### src/verilog/dso_defs.svh
// constants for the drive status output block: register offsets,
// field positions, reset values, function codes and timing counts.
// assumes a 250 MHz clock and frequencies held in 0.01 Hz steps.
`ifndef DSO_DEFS_SVH
`define DSO_DEFS_SVH

// register byte offsets on the apb bus
`define DSO_FREQ_CMD_OFS    8'h00
`define DSO_MAX_FREQ_OFS    8'h04
`define DSO_ACCEL_THR_OFS   8'h08
`define DSO_DECEL_THR_OFS   8'h0c
`define DSO_ZERO_LVL_OFS    8'h10
`define DSO_WARN_TIME_OFS   8'h14
`define DSO_ROUTE_OFS       8'h18
`define DSO_LOGIC_OFS       8'h1c
`define DSO_STATUS_OFS      8'h20
`define DSO_MASK_OFS        8'h24
`define DSO_FLAGS_OFS       8'h28
`define DSO_RUN_HOURS_OFS   8'h2c
`define DSO_ON_HOURS_OFS    8'h30
`define DSO_MS_BASE_OFS     8'h40

// field positions
`define DSO_TERM_SEL_LSB    0
`define DSO_RELAY_SEL_LSB   8
`define DSO_OPA_LSB         0
`define DSO_OPB_LSB         8
`define DSO_OP_LSB          16

// output function codes (decimal numbers held in six bits)
`define DSO_CODE_SPD        6'd1
`define DSO_CODE_OVR        6'd2
`define DSO_CODE_RCH        6'd6
`define DSO_CODE_RUN        6'd11
`define DSO_CODE_PON        6'd12
`define DSO_CODE_ZRO        6'd21
`define DSO_CODE_LOG        6'd33
`define DSO_CODE_MAX        6'd60
`define DSO_CODE_NONE       6'd63

// hysteresis in percent of maximum frequency
`define DSO_PCT_ON          18'd1
`define DSO_PCT_OFF         18'd2
`define DSO_PCT_DIV         18'd100

// warning time scaling
`define DSO_WARN_BIG_MIN    16'd1000
`define DSO_WARN_BIG_MAX    16'd6553
`define DSO_WARN_UNIT_SMALL 24'd10
`define DSO_WARN_UNIT_BIG   24'd100

// timing: one hour at the clock rate
`define DSO_CLK_HZ          64'd250000000
`define DSO_SEC_PER_HOUR    64'd3600
`define DSO_CYC_PER_HOUR    (`DSO_CLK_HZ * `DSO_SEC_PER_HOUR)

// reset values
`define DSO_FREQ_CMD_RST    16'h0000
`define DSO_MAX_FREQ_RST    16'h1770
`define DSO_THR_RST         16'h0000
`define DSO_WARN_RST        16'h0000

`endif

### src/verilog/dso_pkg.sv
// types for the drive status output block.
// assumes dso_defs.svh supplies the numeric constants.
package dso_pkg;

   // logical output operator
   typedef enum logic [1:0] {
      DSO_OP_AND = 2'h0,
      DSO_OP_OR  = 2'h1,
      DSO_OP_XOR = 2'h2
   } dso_op_e;

   // the live status flags, one bit each
   typedef struct packed {
      logic log_comb;
      logic zero_speed;
      logic on_over;
      logic run_over;
      logic thr_reached;
      logic thr_over;
      logic const_speed;
   } dso_flags_s;

   // motion state of the output frequency
   typedef struct packed {
      logic accel;
      logic decel;
      logic running;
   } dso_motion_s;

endpackage

### src/verilog/dso_status_out.sv
// drive status output block: frequency arrival, time over, zero speed
// and logical flags, routed to an output terminal and an alarm relay.
// assumes out_freq, motion and speed_sel come from logic on ref_clk.
`timescale 1ns/1ps
`default_nettype none
`include "dso_defs.svh"

module dso_status_out #(
   parameter logic [63:0] CYC_PER_HOUR = `DSO_CYC_PER_HOUR
) (
   input  wire logic               ref_clk,
   input  wire logic               nrst,
   input  wire logic               psel,
   input  wire logic               penable,
   input  wire logic               pwrite,
   input  wire logic [7:0]         paddr,
   input  wire logic [31:0]        pwdata,
   output var  logic [31:0]        prdata,
   output var  logic               pready,
   output var  logic               pslverr,
   input  wire logic [15:0]        out_freq,
   input  wire dso_pkg::dso_motion_s motion,
   input  wire logic [2:0]         speed_sel,
   output var  logic               out_terminal,
   output var  logic               alarm_relay,
   output var  logic               irq
);

   // percentage of the maximum frequency, widened against overflow
   function automatic logic [17:0] pct(input logic [15:0] f,
                                       input logic [17:0] n);
      logic [17:0] prod;
      prod = {2'b00, f} * n;
      pct = prod / `DSO_PCT_DIV;
   endfunction

   // a + p >= t, i.e. a at or above t minus p, without going negative
   function automatic logic at_least(input logic [15:0] a,
                                     input logic [15:0] t,
                                     input logic [17:0] p);
      at_least = ({2'b00, a} + p) >= {2'b00, t};
   endfunction

   // a <= t + p
   function automatic logic at_most(input logic [15:0] a,
                                    input logic [15:0] t,
                                    input logic [17:0] p);
      at_most = {2'b00, a} <= ({2'b00, t} + p);
   endfunction

   // pick one flag by function code; the logical flag is picked by its code like the others
   function automatic logic pick(input logic [5:0] code,
                                 input dso_pkg::dso_flags_s f);
      pick = 1'b0;
      case (code)
         `DSO_CODE_SPD: pick = f.const_speed;
         `DSO_CODE_OVR: pick = f.thr_over;
         `DSO_CODE_RCH: pick = f.thr_reached;
         `DSO_CODE_RUN: pick = f.run_over;
         `DSO_CODE_PON: pick = f.on_over;
         `DSO_CODE_ZRO: pick = f.zero_speed;
         `DSO_CODE_LOG: pick = f.log_comb;
         default:       pick = 1'b0;
      endcase
   endfunction

   // warning limit in hours
   function automatic logic [23:0] limit_hours(input logic [15:0] w);
      if ((w >= `DSO_WARN_BIG_MIN) && (w <= `DSO_WARN_BIG_MAX)) begin
         limit_hours = 24'({8'h00, w} * `DSO_WARN_UNIT_BIG);
      end else begin
         limit_hours = 24'({8'h00, w} * `DSO_WARN_UNIT_SMALL);
      end
   endfunction

   // configuration registers
   logic [15:0] freq_cmd;
   logic [15:0] max_freq;
   logic [15:0] accel_arrival_threshold;
   logic [15:0] decel_arrival_threshold;
   logic [15:0] zero_speed_level;
   logic [15:0] time_warning_setting;
   logic [5:0]  output_terminal_select;
   logic [5:0]  alarm_relay_select;
   logic [5:0]  logic_operand_a_select;
   logic [5:0]  logic_operand_b_select;
   logic [1:0]  logic_operator_select;
   logic [15:0] multispeed_settings [1:7];
   logic [6:0]  status;
   logic [6:0]  mask;
   logic [15:0] next_freq_cmd;
   logic [15:0] next_max_freq;
   logic [15:0] next_accel_thr;
   logic [15:0] next_decel_thr;
   logic [15:0] next_zero_lvl;
   logic [15:0] next_warn;
   logic [5:0]  next_term_sel;
   logic [5:0]  next_relay_sel;
   logic [5:0]  next_opa;
   logic [5:0]  next_opb;
   logic [1:0]  next_op;
   logic [15:0] next_ms [1:7];
   logic [6:0]  next_status;
   logic [6:0]  next_mask;
   logic [31:0] next_prdata;
   logic        next_pready;
   logic        next_pslverr;
   logic        next_irq;

   // flag state
   dso_pkg::dso_flags_s flags;
   dso_pkg::dso_flags_s next_flags;
   logic        next_out_terminal;
   logic        next_alarm_relay;

   // time counting state
   logic [63:0] run_cyc;
   logic [63:0] on_cyc;
   logic [23:0] run_hours;
   logic [23:0] on_hours;
   logic [63:0] next_run_cyc;
   logic [63:0] next_on_cyc;
   logic [23:0] next_run_hours;
   logic [23:0] next_on_hours;

   // derived terms
   logic [17:0] p_on;
   logic [17:0] p_off;
   logic [15:0] target;
   logic [15:0] ovr_thr;
   logic        acc_go;
   logic        wr_go;
   logic        rd_go;
   logic        op_a;
   logic        op_b;
   logic [6:0]  events;

   // handshake: pready rises in the second access cycle
   assign acc_go = psel & penable & pready;
   assign wr_go  = acc_go & pwrite;
   assign rd_go  = acc_go & ~pwrite;

   assign p_on  = pct(max_freq, `DSO_PCT_ON);
   assign p_off = pct(max_freq, `DSO_PCT_OFF);

   assign target = (speed_sel == 3'd0) ? freq_cmd
                                       : multispeed_settings[speed_sel];

   assign ovr_thr = motion.decel ? decel_arrival_threshold
                                 : accel_arrival_threshold;

   // operands exclude the logical flag and unassigned codes
   assign op_a = (logic_operand_a_select <= `DSO_CODE_MAX) &&
                 (logic_operand_a_select != `DSO_CODE_LOG) &&
                 pick(logic_operand_a_select, flags);
   assign op_b = (logic_operand_b_select <= `DSO_CODE_MAX) &&
                 (logic_operand_b_select != `DSO_CODE_LOG) &&
                 pick(logic_operand_b_select, flags);

   // rising edges of the live flags feed the sticky status
   assign events = next_flags & ~flags;

   // flag evaluation, every clock cycle
   always_comb begin
      next_flags = flags;
      if (at_least(out_freq, target, p_on)) begin
         next_flags.const_speed = 1'b1;
      end else if (!at_least(out_freq, target, p_off)
                   || out_freq == 16'h0000 && target != 16'h0000
                   && !at_least(out_freq, target, p_off)) begin
         next_flags.const_speed = 1'b0;
      end
      if (ovr_thr == 16'h0000) begin
         next_flags.thr_over = 1'b0;
      end else if (at_least(out_freq, ovr_thr, p_on)) begin
         next_flags.thr_over = 1'b1;
      end else if (!at_least(out_freq, ovr_thr, p_off)) begin
         next_flags.thr_over = 1'b0;
      end
      // reached only inside the band around the threshold
      if (motion.accel) begin
         if (accel_arrival_threshold == 16'h0000) begin
            next_flags.thr_reached = 1'b0;
         // on at minus 1%, off past plus 2%
         end else begin
            next_flags.thr_reached =
               at_least(out_freq, accel_arrival_threshold, p_on) &&
               !at_least(out_freq, accel_arrival_threshold
                         + 16'(p_off), 18'd0);
         end
      end else if (motion.decel) begin
         if (decel_arrival_threshold == 16'h0000) begin
            next_flags.thr_reached = 1'b0;
         // on at plus 1%, off below minus 2%
         end else begin
            next_flags.thr_reached =
               at_most(out_freq, decel_arrival_threshold, p_on) &&
               at_least(out_freq, decel_arrival_threshold, p_off) &&
               (out_freq != 16'(({2'b00, decel_arrival_threshold}
                                  - p_off)));
         end
      end else if (!at_least(out_freq, ovr_thr, p_off) ||
                   !at_most(out_freq, ovr_thr, p_off) ||
                   ovr_thr == 16'h0000) begin
         // steady speed holds the flag only while still in the band
         next_flags.thr_reached = 1'b0;
      end
      next_flags.run_over = (time_warning_setting != 16'h0000) &&
                            (run_hours > limit_hours(time_warning_setting));
      next_flags.on_over  = (time_warning_setting != 16'h0000) &&
                            (on_hours > limit_hours(time_warning_setting));
      next_flags.zero_speed = out_freq < zero_speed_level;
      case (logic_operator_select)
         dso_pkg::DSO_OP_AND: next_flags.log_comb = op_a & op_b;
         dso_pkg::DSO_OP_OR:  next_flags.log_comb = op_a | op_b;
         dso_pkg::DSO_OP_XOR: next_flags.log_comb = op_a ^ op_b;
         default:             next_flags.log_comb = 1'b0;
      endcase
      next_out_terminal = pick(output_terminal_select, flags);
      next_alarm_relay  = pick(alarm_relay_select, flags);
   end

   // flag registers; pins lag the flags by one cycle
   always_ff @(posedge ref_clk) begin
      if (!nrst) begin
         flags        <= '0;
         out_terminal <= 1'b0;
         alarm_relay  <= 1'b0;
      end else begin
         flags        <= next_flags;
         out_terminal <= next_out_terminal;
         alarm_relay  <= next_alarm_relay;
      end
   end

   // hour counters; hours saturate rather than wrap back to zero
   always_comb begin
      next_run_cyc   = run_cyc;
      next_on_cyc    = on_cyc;
      next_run_hours = run_hours;
      next_on_hours  = on_hours;
      if (on_cyc >= CYC_PER_HOUR - 64'd1) begin
         next_on_cyc = 64'd0;
         if (on_hours != 24'hffffff) begin
            next_on_hours = on_hours + 24'd1;
         end
      end else begin
         next_on_cyc = on_cyc + 64'd1;
      end
      if (motion.running) begin
         if (run_cyc >= CYC_PER_HOUR - 64'd1) begin
            next_run_cyc = 64'd0;
            if (run_hours != 24'hffffff) begin
               next_run_hours = run_hours + 24'd1;
            end
         end else begin
            next_run_cyc = run_cyc + 64'd1;
         end
      end
   end

   // hour counter registers
   always_ff @(posedge ref_clk) begin
      if (!nrst) begin
         run_cyc   <= 64'd0;
         on_cyc    <= 64'd0;
         run_hours <= 24'd0;
         on_hours  <= 24'd0;
      end else begin
         run_cyc   <= next_run_cyc;
         on_cyc    <= next_on_cyc;
         run_hours <= next_run_hours;
         on_hours  <= next_on_hours;
      end
   end

   // apb decode and register updates; a new event beats a read clear
   always_comb begin
      next_freq_cmd  = freq_cmd;
      next_max_freq  = max_freq;
      next_accel_thr = accel_arrival_threshold;
      next_decel_thr = decel_arrival_threshold;
      next_zero_lvl  = zero_speed_level;
      next_warn      = time_warning_setting;
      next_term_sel  = output_terminal_select;
      next_relay_sel = alarm_relay_select;
      next_opa       = logic_operand_a_select;
      next_opb       = logic_operand_b_select;
      next_op        = logic_operator_select;
      next_ms        = multispeed_settings;
      next_mask      = mask;
      next_status    = status;
      next_prdata    = prdata;
      next_pslverr   = 1'b0;
      next_pready    = psel & penable & ~pready;
      if (rd_go && paddr == `DSO_STATUS_OFS) begin
         next_status = 7'h00;
      end
      next_status = next_status | events;
      if (psel && penable && !pready) begin
         next_prdata = 32'h00000000;
         if (paddr == `DSO_FREQ_CMD_OFS) begin
            next_prdata = {16'h0000, freq_cmd};
         end else if (paddr == `DSO_MAX_FREQ_OFS) begin
            next_prdata = {16'h0000, max_freq};
         end else if (paddr == `DSO_ACCEL_THR_OFS) begin
            next_prdata = {16'h0000, accel_arrival_threshold};
         end else if (paddr == `DSO_DECEL_THR_OFS) begin
            next_prdata = {16'h0000, decel_arrival_threshold};
         end else if (paddr == `DSO_ZERO_LVL_OFS) begin
            next_prdata = {16'h0000, zero_speed_level};
         end else if (paddr == `DSO_WARN_TIME_OFS) begin
            next_prdata = {16'h0000, time_warning_setting};
         end else if (paddr == `DSO_ROUTE_OFS) begin
            next_prdata = {18'h00000, alarm_relay_select,
                           2'b00, output_terminal_select};
         end else if (paddr == `DSO_LOGIC_OFS) begin
            next_prdata = {14'h0000, logic_operator_select, 2'b00,
                           logic_operand_b_select, 2'b00,
                           logic_operand_a_select};
         end else if (paddr == `DSO_STATUS_OFS) begin
            next_prdata = {25'h0000000, status};
         end else if (paddr == `DSO_MASK_OFS) begin
            next_prdata = {25'h0000000, mask};
         end else if (paddr == `DSO_FLAGS_OFS) begin
            next_prdata = {25'h0000000, flags};
         end else if (paddr == `DSO_RUN_HOURS_OFS) begin
            next_prdata = {8'h00, run_hours};
         end else if (paddr == `DSO_ON_HOURS_OFS) begin
            next_prdata = {8'h00, on_hours};
         end else if (paddr[7:5] == 3'b010 && paddr[4:2] != 3'd0 &&
                      paddr[1:0] == 2'b00) begin
            next_prdata = {16'h0000, multispeed_settings[paddr[4:2]]};
         end else begin
            next_pslverr = 1'b1;
         end
      end
      if (wr_go) begin
         if (paddr == `DSO_FREQ_CMD_OFS) begin
            next_freq_cmd = pwdata[15:0];
         end else if (paddr == `DSO_MAX_FREQ_OFS) begin
            next_max_freq = pwdata[15:0];
         end else if (paddr == `DSO_ACCEL_THR_OFS) begin
            next_accel_thr = pwdata[15:0];
         end else if (paddr == `DSO_DECEL_THR_OFS) begin
            next_decel_thr = pwdata[15:0];
         end else if (paddr == `DSO_ZERO_LVL_OFS) begin
            next_zero_lvl = pwdata[15:0];
         end else if (paddr == `DSO_WARN_TIME_OFS) begin
            next_warn = pwdata[15:0];
         end else if (paddr == `DSO_ROUTE_OFS) begin
            next_term_sel  = pwdata[`DSO_TERM_SEL_LSB +: 6];
            next_relay_sel = pwdata[`DSO_RELAY_SEL_LSB +: 6];
         end else if (paddr == `DSO_LOGIC_OFS) begin
            next_opa = pwdata[`DSO_OPA_LSB +: 6];
            next_opb = pwdata[`DSO_OPB_LSB +: 6];
            next_op  = pwdata[`DSO_OP_LSB +: 2];
         end else if (paddr == `DSO_MASK_OFS) begin
            next_mask = pwdata[6:0];
         end else if (paddr[7:5] == 3'b010 && paddr[4:2] != 3'd0 &&
                      paddr[1:0] == 2'b00) begin
            next_ms[paddr[4:2]] = pwdata[15:0];
         end
      end
      next_irq = |(next_status & next_mask);
   end

   // register file and bus answer registers
   always_ff @(posedge ref_clk) begin
      if (!nrst) begin
         freq_cmd                <= `DSO_FREQ_CMD_RST;
         max_freq                <= `DSO_MAX_FREQ_RST;
         accel_arrival_threshold <= `DSO_THR_RST;
         decel_arrival_threshold <= `DSO_THR_RST;
         zero_speed_level        <= `DSO_THR_RST;
         time_warning_setting    <= `DSO_WARN_RST;
         output_terminal_select  <= `DSO_CODE_NONE;
         alarm_relay_select      <= `DSO_CODE_NONE;
         logic_operand_a_select  <= `DSO_CODE_NONE;
         logic_operand_b_select  <= `DSO_CODE_NONE;
         logic_operator_select   <= 2'h0;
         for (int i = 1; i <= 7; i++) begin
            multispeed_settings[i] <= `DSO_FREQ_CMD_RST;
         end
         status  <= 7'h00;
         mask    <= 7'h00;
         prdata  <= 32'h00000000;
         pready  <= 1'b0;
         pslverr <= 1'b0;
         irq     <= 1'b0;
      end else begin
         freq_cmd                <= next_freq_cmd;
         max_freq                <= next_max_freq;
         accel_arrival_threshold <= next_accel_thr;
         decel_arrival_threshold <= next_decel_thr;
         zero_speed_level        <= next_zero_lvl;
         time_warning_setting    <= next_warn;
         output_terminal_select  <= next_term_sel;
         alarm_relay_select      <= next_relay_sel;
         logic_operand_a_select  <= next_opa;
         logic_operand_b_select  <= next_opb;
         logic_operator_select   <= next_op;
         multispeed_settings     <= next_ms;
         status  <= next_status;
         mask    <= next_mask;
         prdata  <= next_prdata;
         pready  <= next_pready;
         pslverr <= next_pslverr;
         irq     <= next_irq;
      end
   end

endmodule // dso_status_out

`default_nettype wire
### config.mk
export PLATFORM = sky130hd
export DESIGN_NAME = dso_status_out
export DESIGN_NICKNAME = d
export VERILOG_FILES = /design/src/verilog/dso_pkg.sv /design/src/verilog/dso_status_out.sv
export VERILOG_INCLUDE_DIRS = /design/src /design/src/verilog
export SDC_FILE = /design/constraint.sdc
export NUM_CORES = 2
export LEC_CHECK = 0
export BUFFER_PORTS_ARGS = -buffer_cell sky130_fd_sc_hd__clkbuf_2
export CAP_MARGIN = 15
export CORE_ASPECT_RATIO = 1.5
export CORE_MARGIN = 2
export CORE_UTILIZATION = 40
export DETAILED_ROUTE_END_ITERATION = 8
export SYNTH_ARGS = -nofsm -noshare
export SYNTH_HDL_FRONTEND = slang
export SYNTH_SLANG_ARGS = --single-unit
### constraint.sdc
create_clock -name ref_clk -period 13.6 [get_ports ref_clk]
set_input_delay 2.72 -clock ref_clk [delete_from_list [all_inputs] [get_ports ref_clk]]
set_output_delay 2.72 -clock ref_clk [all_outputs]
set_load 0.02 [all_outputs]
==> flow_summary.yaml <==
routing:
  routedWlPerCell_um: 21.51
  finalWirelength_um: 111700
  drc: 0
  final_antenna_net_count: 0
  via_per_inst: 5.745
  vias: 29840
  first_pass_iters: 7
  drt_iter0_drc: 2061
cts:
  clk_pin_slew_ns: 0.07
  cts_max_level: 2
  cts_buffers: 45
  cts_root_buffer: "clkbuf_16"
  postCtsHoldBufs: 0
  cts.sinks: 460
  clock_latency_ns: 0.60
  clock_path_buffers: 3
  cts_tree: "done"
placed_design:
  io_buffers: 81
  dpl.hpwl_um: 85500
  place_congestion: 0.9665
  pre_cts_slack_ns: 0.8828
worst_setup_path:
  reg2regPathDepth: 47
  crit_family: "compound AO/OA/AOI/OAI gates"
  crit_type: "register to register"
  crit_path_start_kind: "register"
  cp_num_buf_inv: 2
  slowest_stage: "dfxtp_1"
  crit_fanout: 21
  r2r_end: "irq"
  worstPathArrival_ns: 13.19
  reg2reg_from: "max_freq[15]"
  required_ns: 14.04
  reg2reg_slack_ns: 0.85
  crit_path_end_kind: "register"
  critPathMaxStageDelay_ns: 0.83
  cp_common_cell: "a21o_1"
final_layout:
  nFillCells: 8239
  drive_above_1_share_pct: 8.299
  seqCellArea_sq_um: 9211
  nets: 4562
  multi_input_area_sq_um: 22380
  syn_to_final_growth_pct: 9.144
global_routing:
  grt_usage_pct: 25.84
  overflow: 0
  grt_pass1_wl_um: 170100
  grt_max_degree: 126
  grt_pass1_vias: 29150
  grt_antenna_before_repair: 4
floorplan:
  die_w_um: 238.9
  dieArea_sq_um: 85110
  initial_core_util_pct: 40.29
  coreArea_sq_um: 82160
  io_pins: 104
  rows: 129
  die_height_um: 356.3
sta:
  tightest_slew_ns: 1.112
  clock_skew_ns: 0.03448
  hold_viol: 0
  fmax_ghz: 0.07843
  setup-tns-final_ns: 0
  period_minus_slack_ns: 12.75
  period_share_pct: 93.75
  slew_viol_final: 0
  rsz0062_at_grt: "no"
  slew_headroom_pct: 25.44
  fin_ws_ns: 0.8499
  finalSetupViolations: 0
synthesis:
  synth.top_cells.by_count: "621 x nand2_1, 460 x dfxtp_1, 381 x a21oi_1"
  synth_area_sq_um: 33100
  synth.distinct_cells: 101
  synth_top_cell_area_share_pct: 27.82
  synth.avg_cell_area_sq_um: 8.057
  yosysTopAreaCell: "dfxtp_1"
  synth_area_leaders: "dfxtp_1 28%, ha_1 14%, nand2_1 7.0%, a21oi_1 5.8%, xnor2_1 3.8%"
  synthCells: 4108
  post-synth-top-count-cell: "nand2_1"
  synth_edf_count: 0
  synth-async-reset-ratio_pct: 0
  ys_seq_area_share_pct: 27.82
  dominantRegCellSynth: "dfxtp_1"
  synth_seq_cells: 460
  ys.warnings.count: 0
power_and_ir_drop:
  power_leakage_nw: 14.65
  max-vdd-ir-drop_mv: 0.09594
  power.density_nw_per_um2: 83.40
run:
  cap_viol_max_count: 0
worst_hold_path:
  hp-start: "multispeed_settings[1]"
  hold_end: "multispeed_settings[1]"
  min_path_type: "register to register"
  holdPathStages: 2
status:
  outcome: "completed"
==> cell usage in the layout (no fill, tap or decap), types with 45 or more instances in the layout <==
cell type  synthesis  routed
a21o_1           108     108
buf_4             12      45
nor2b_1           53      52
clkbuf_16          0      46
ha_1             366     366
dfxtp_1          460     458
o21ai_0          153     153
nand2b_1          62      62
mux4_2            48      48
nor2_1           330     325
a21oi_1          381     381
a22oi_1           61      61
xor2_1           112     112
nor3_1            48      45
mux2i_1           74      74
xnor2_1          144     144
nand3_1          126     126
inv_1            214     214
nand4_1           64      64
clkbuf_2           0      81
nand2_1          621     620
==> how the worst max path moves through the flow <==
stage	startpoint	endpoint	slack, ns	depth (start not counted)
2_1_floorplan	max_freq[11]	irq	3.08	48
3_3_place_gp	max_freq[14]	irq	0.95	51
3_5_place_dp	max_freq[14]	irq	0.88	51
4_1_cts	max_freq[14]	irq	0.82	51
5_1_grt	max_freq[15]	irq	0.11	48
6_report	max_freq[15]	irq	0.85	47
==> state kept, by name (all words and copies together), names as in the netlist, 16 cells and up <==
name	flops
multispeed_settings	112
on_cyc	64
run_cyc	64
on_hours	24
prdata	24
run_hours	24
accel_arrival_threshold	16
decel_arrival_threshold	16
freq_cmd	16
max_freq	16
time_warning_setting	16
zero_speed_level	16
==> report_power, final <==
group	internal [mW]	switching (mW)
combinational	0.0814	0.160
clock	0.834	0.571
sequential	1.36	0.0105
==> cell families (layout without fill, tap and decap cells) <==
| group | Yosys count | count (layout) | synth area share [%] |
|---|---|---|---|
| flops | 460 | 460 | 27.82 |
| mux | 149 | 149 | 6.423 |
| other cells | 1 | 33 | 0.01133 |
| fa+ha+maj | 388 | 388 | 15.05 |
| xor+xnor | 257 | 257 | 6.823 |
| compound gates | 951 | 951 | 18.28 |
| buf+inv | 420 | 426 | 5.024 |
| simple gates | 1482 | 1482 | 20.57 |
==> stage by stage <==
step / total power, mW / cell area (sq um) / util, % / instances / hold WS (ns)
floorplan: 1.545 / 33210 / - / 4139 / 0.4364
global placement: 1.632 / 34470 / 41.96 / 5112 / 0.4429
detailed placement: 1.635 / 34470 / 41.96 / 5112 / 0.4501
CTS: 3.035 / 36120 / 43.97 / 5193 / 0.4594
global route: 3.103 / 36120 / 43.97 / 5193 / 0.4797
finish: 3.013 / 36120 / 43.97 / 5194 / 0.4607
==> worst register-to-register path, delay by kind of cell (launching register included) <==
kind / cells / cell delay, ns
flops: 1 / 0.83
xor+xnor: 1 / 0.20
mux: 1 / 0.15
buf+inv: 2 / 0.22
compound gates: 30 / 6.89
fa+ha+maj: 5 / 1.77
simple gates: 8 / 2.54
==> layer usage <==
| layer | global-route usage, % | up-vias | part of all wire, % |
|---|---|---|---|
| li1 | - | 14410 | - |
| met1 | 27.90 | 14070 | 37 |
| met2 | 45.70 | 972 | 49 |
| met3 | 3.250 | 384 | 5.3 |
| met4 | 20.00 | 8 | 8.8 |
| met5 | 0 | - | 0.038 |
==> area by class of cell <==
cell class	count	area share (%)
Multi-Input combinational cell	3259	61.94
Inverter	219	2.303
Clock inverter	23	1.060
Antenna cell	1	0.006927
Clock buffer	58	3.505
Tap cell	1048	3.630
Timing Repair Buffer	126	2.057
Sequential cell	460	25.50
==> what timing repair did <==
item	4_1_cts	5_1_grt
setup endpoints to repair	0	3
setup buffers	0	0
resized for setup	0	2
No activity file was read; power rests on OpenSTA's default activity.
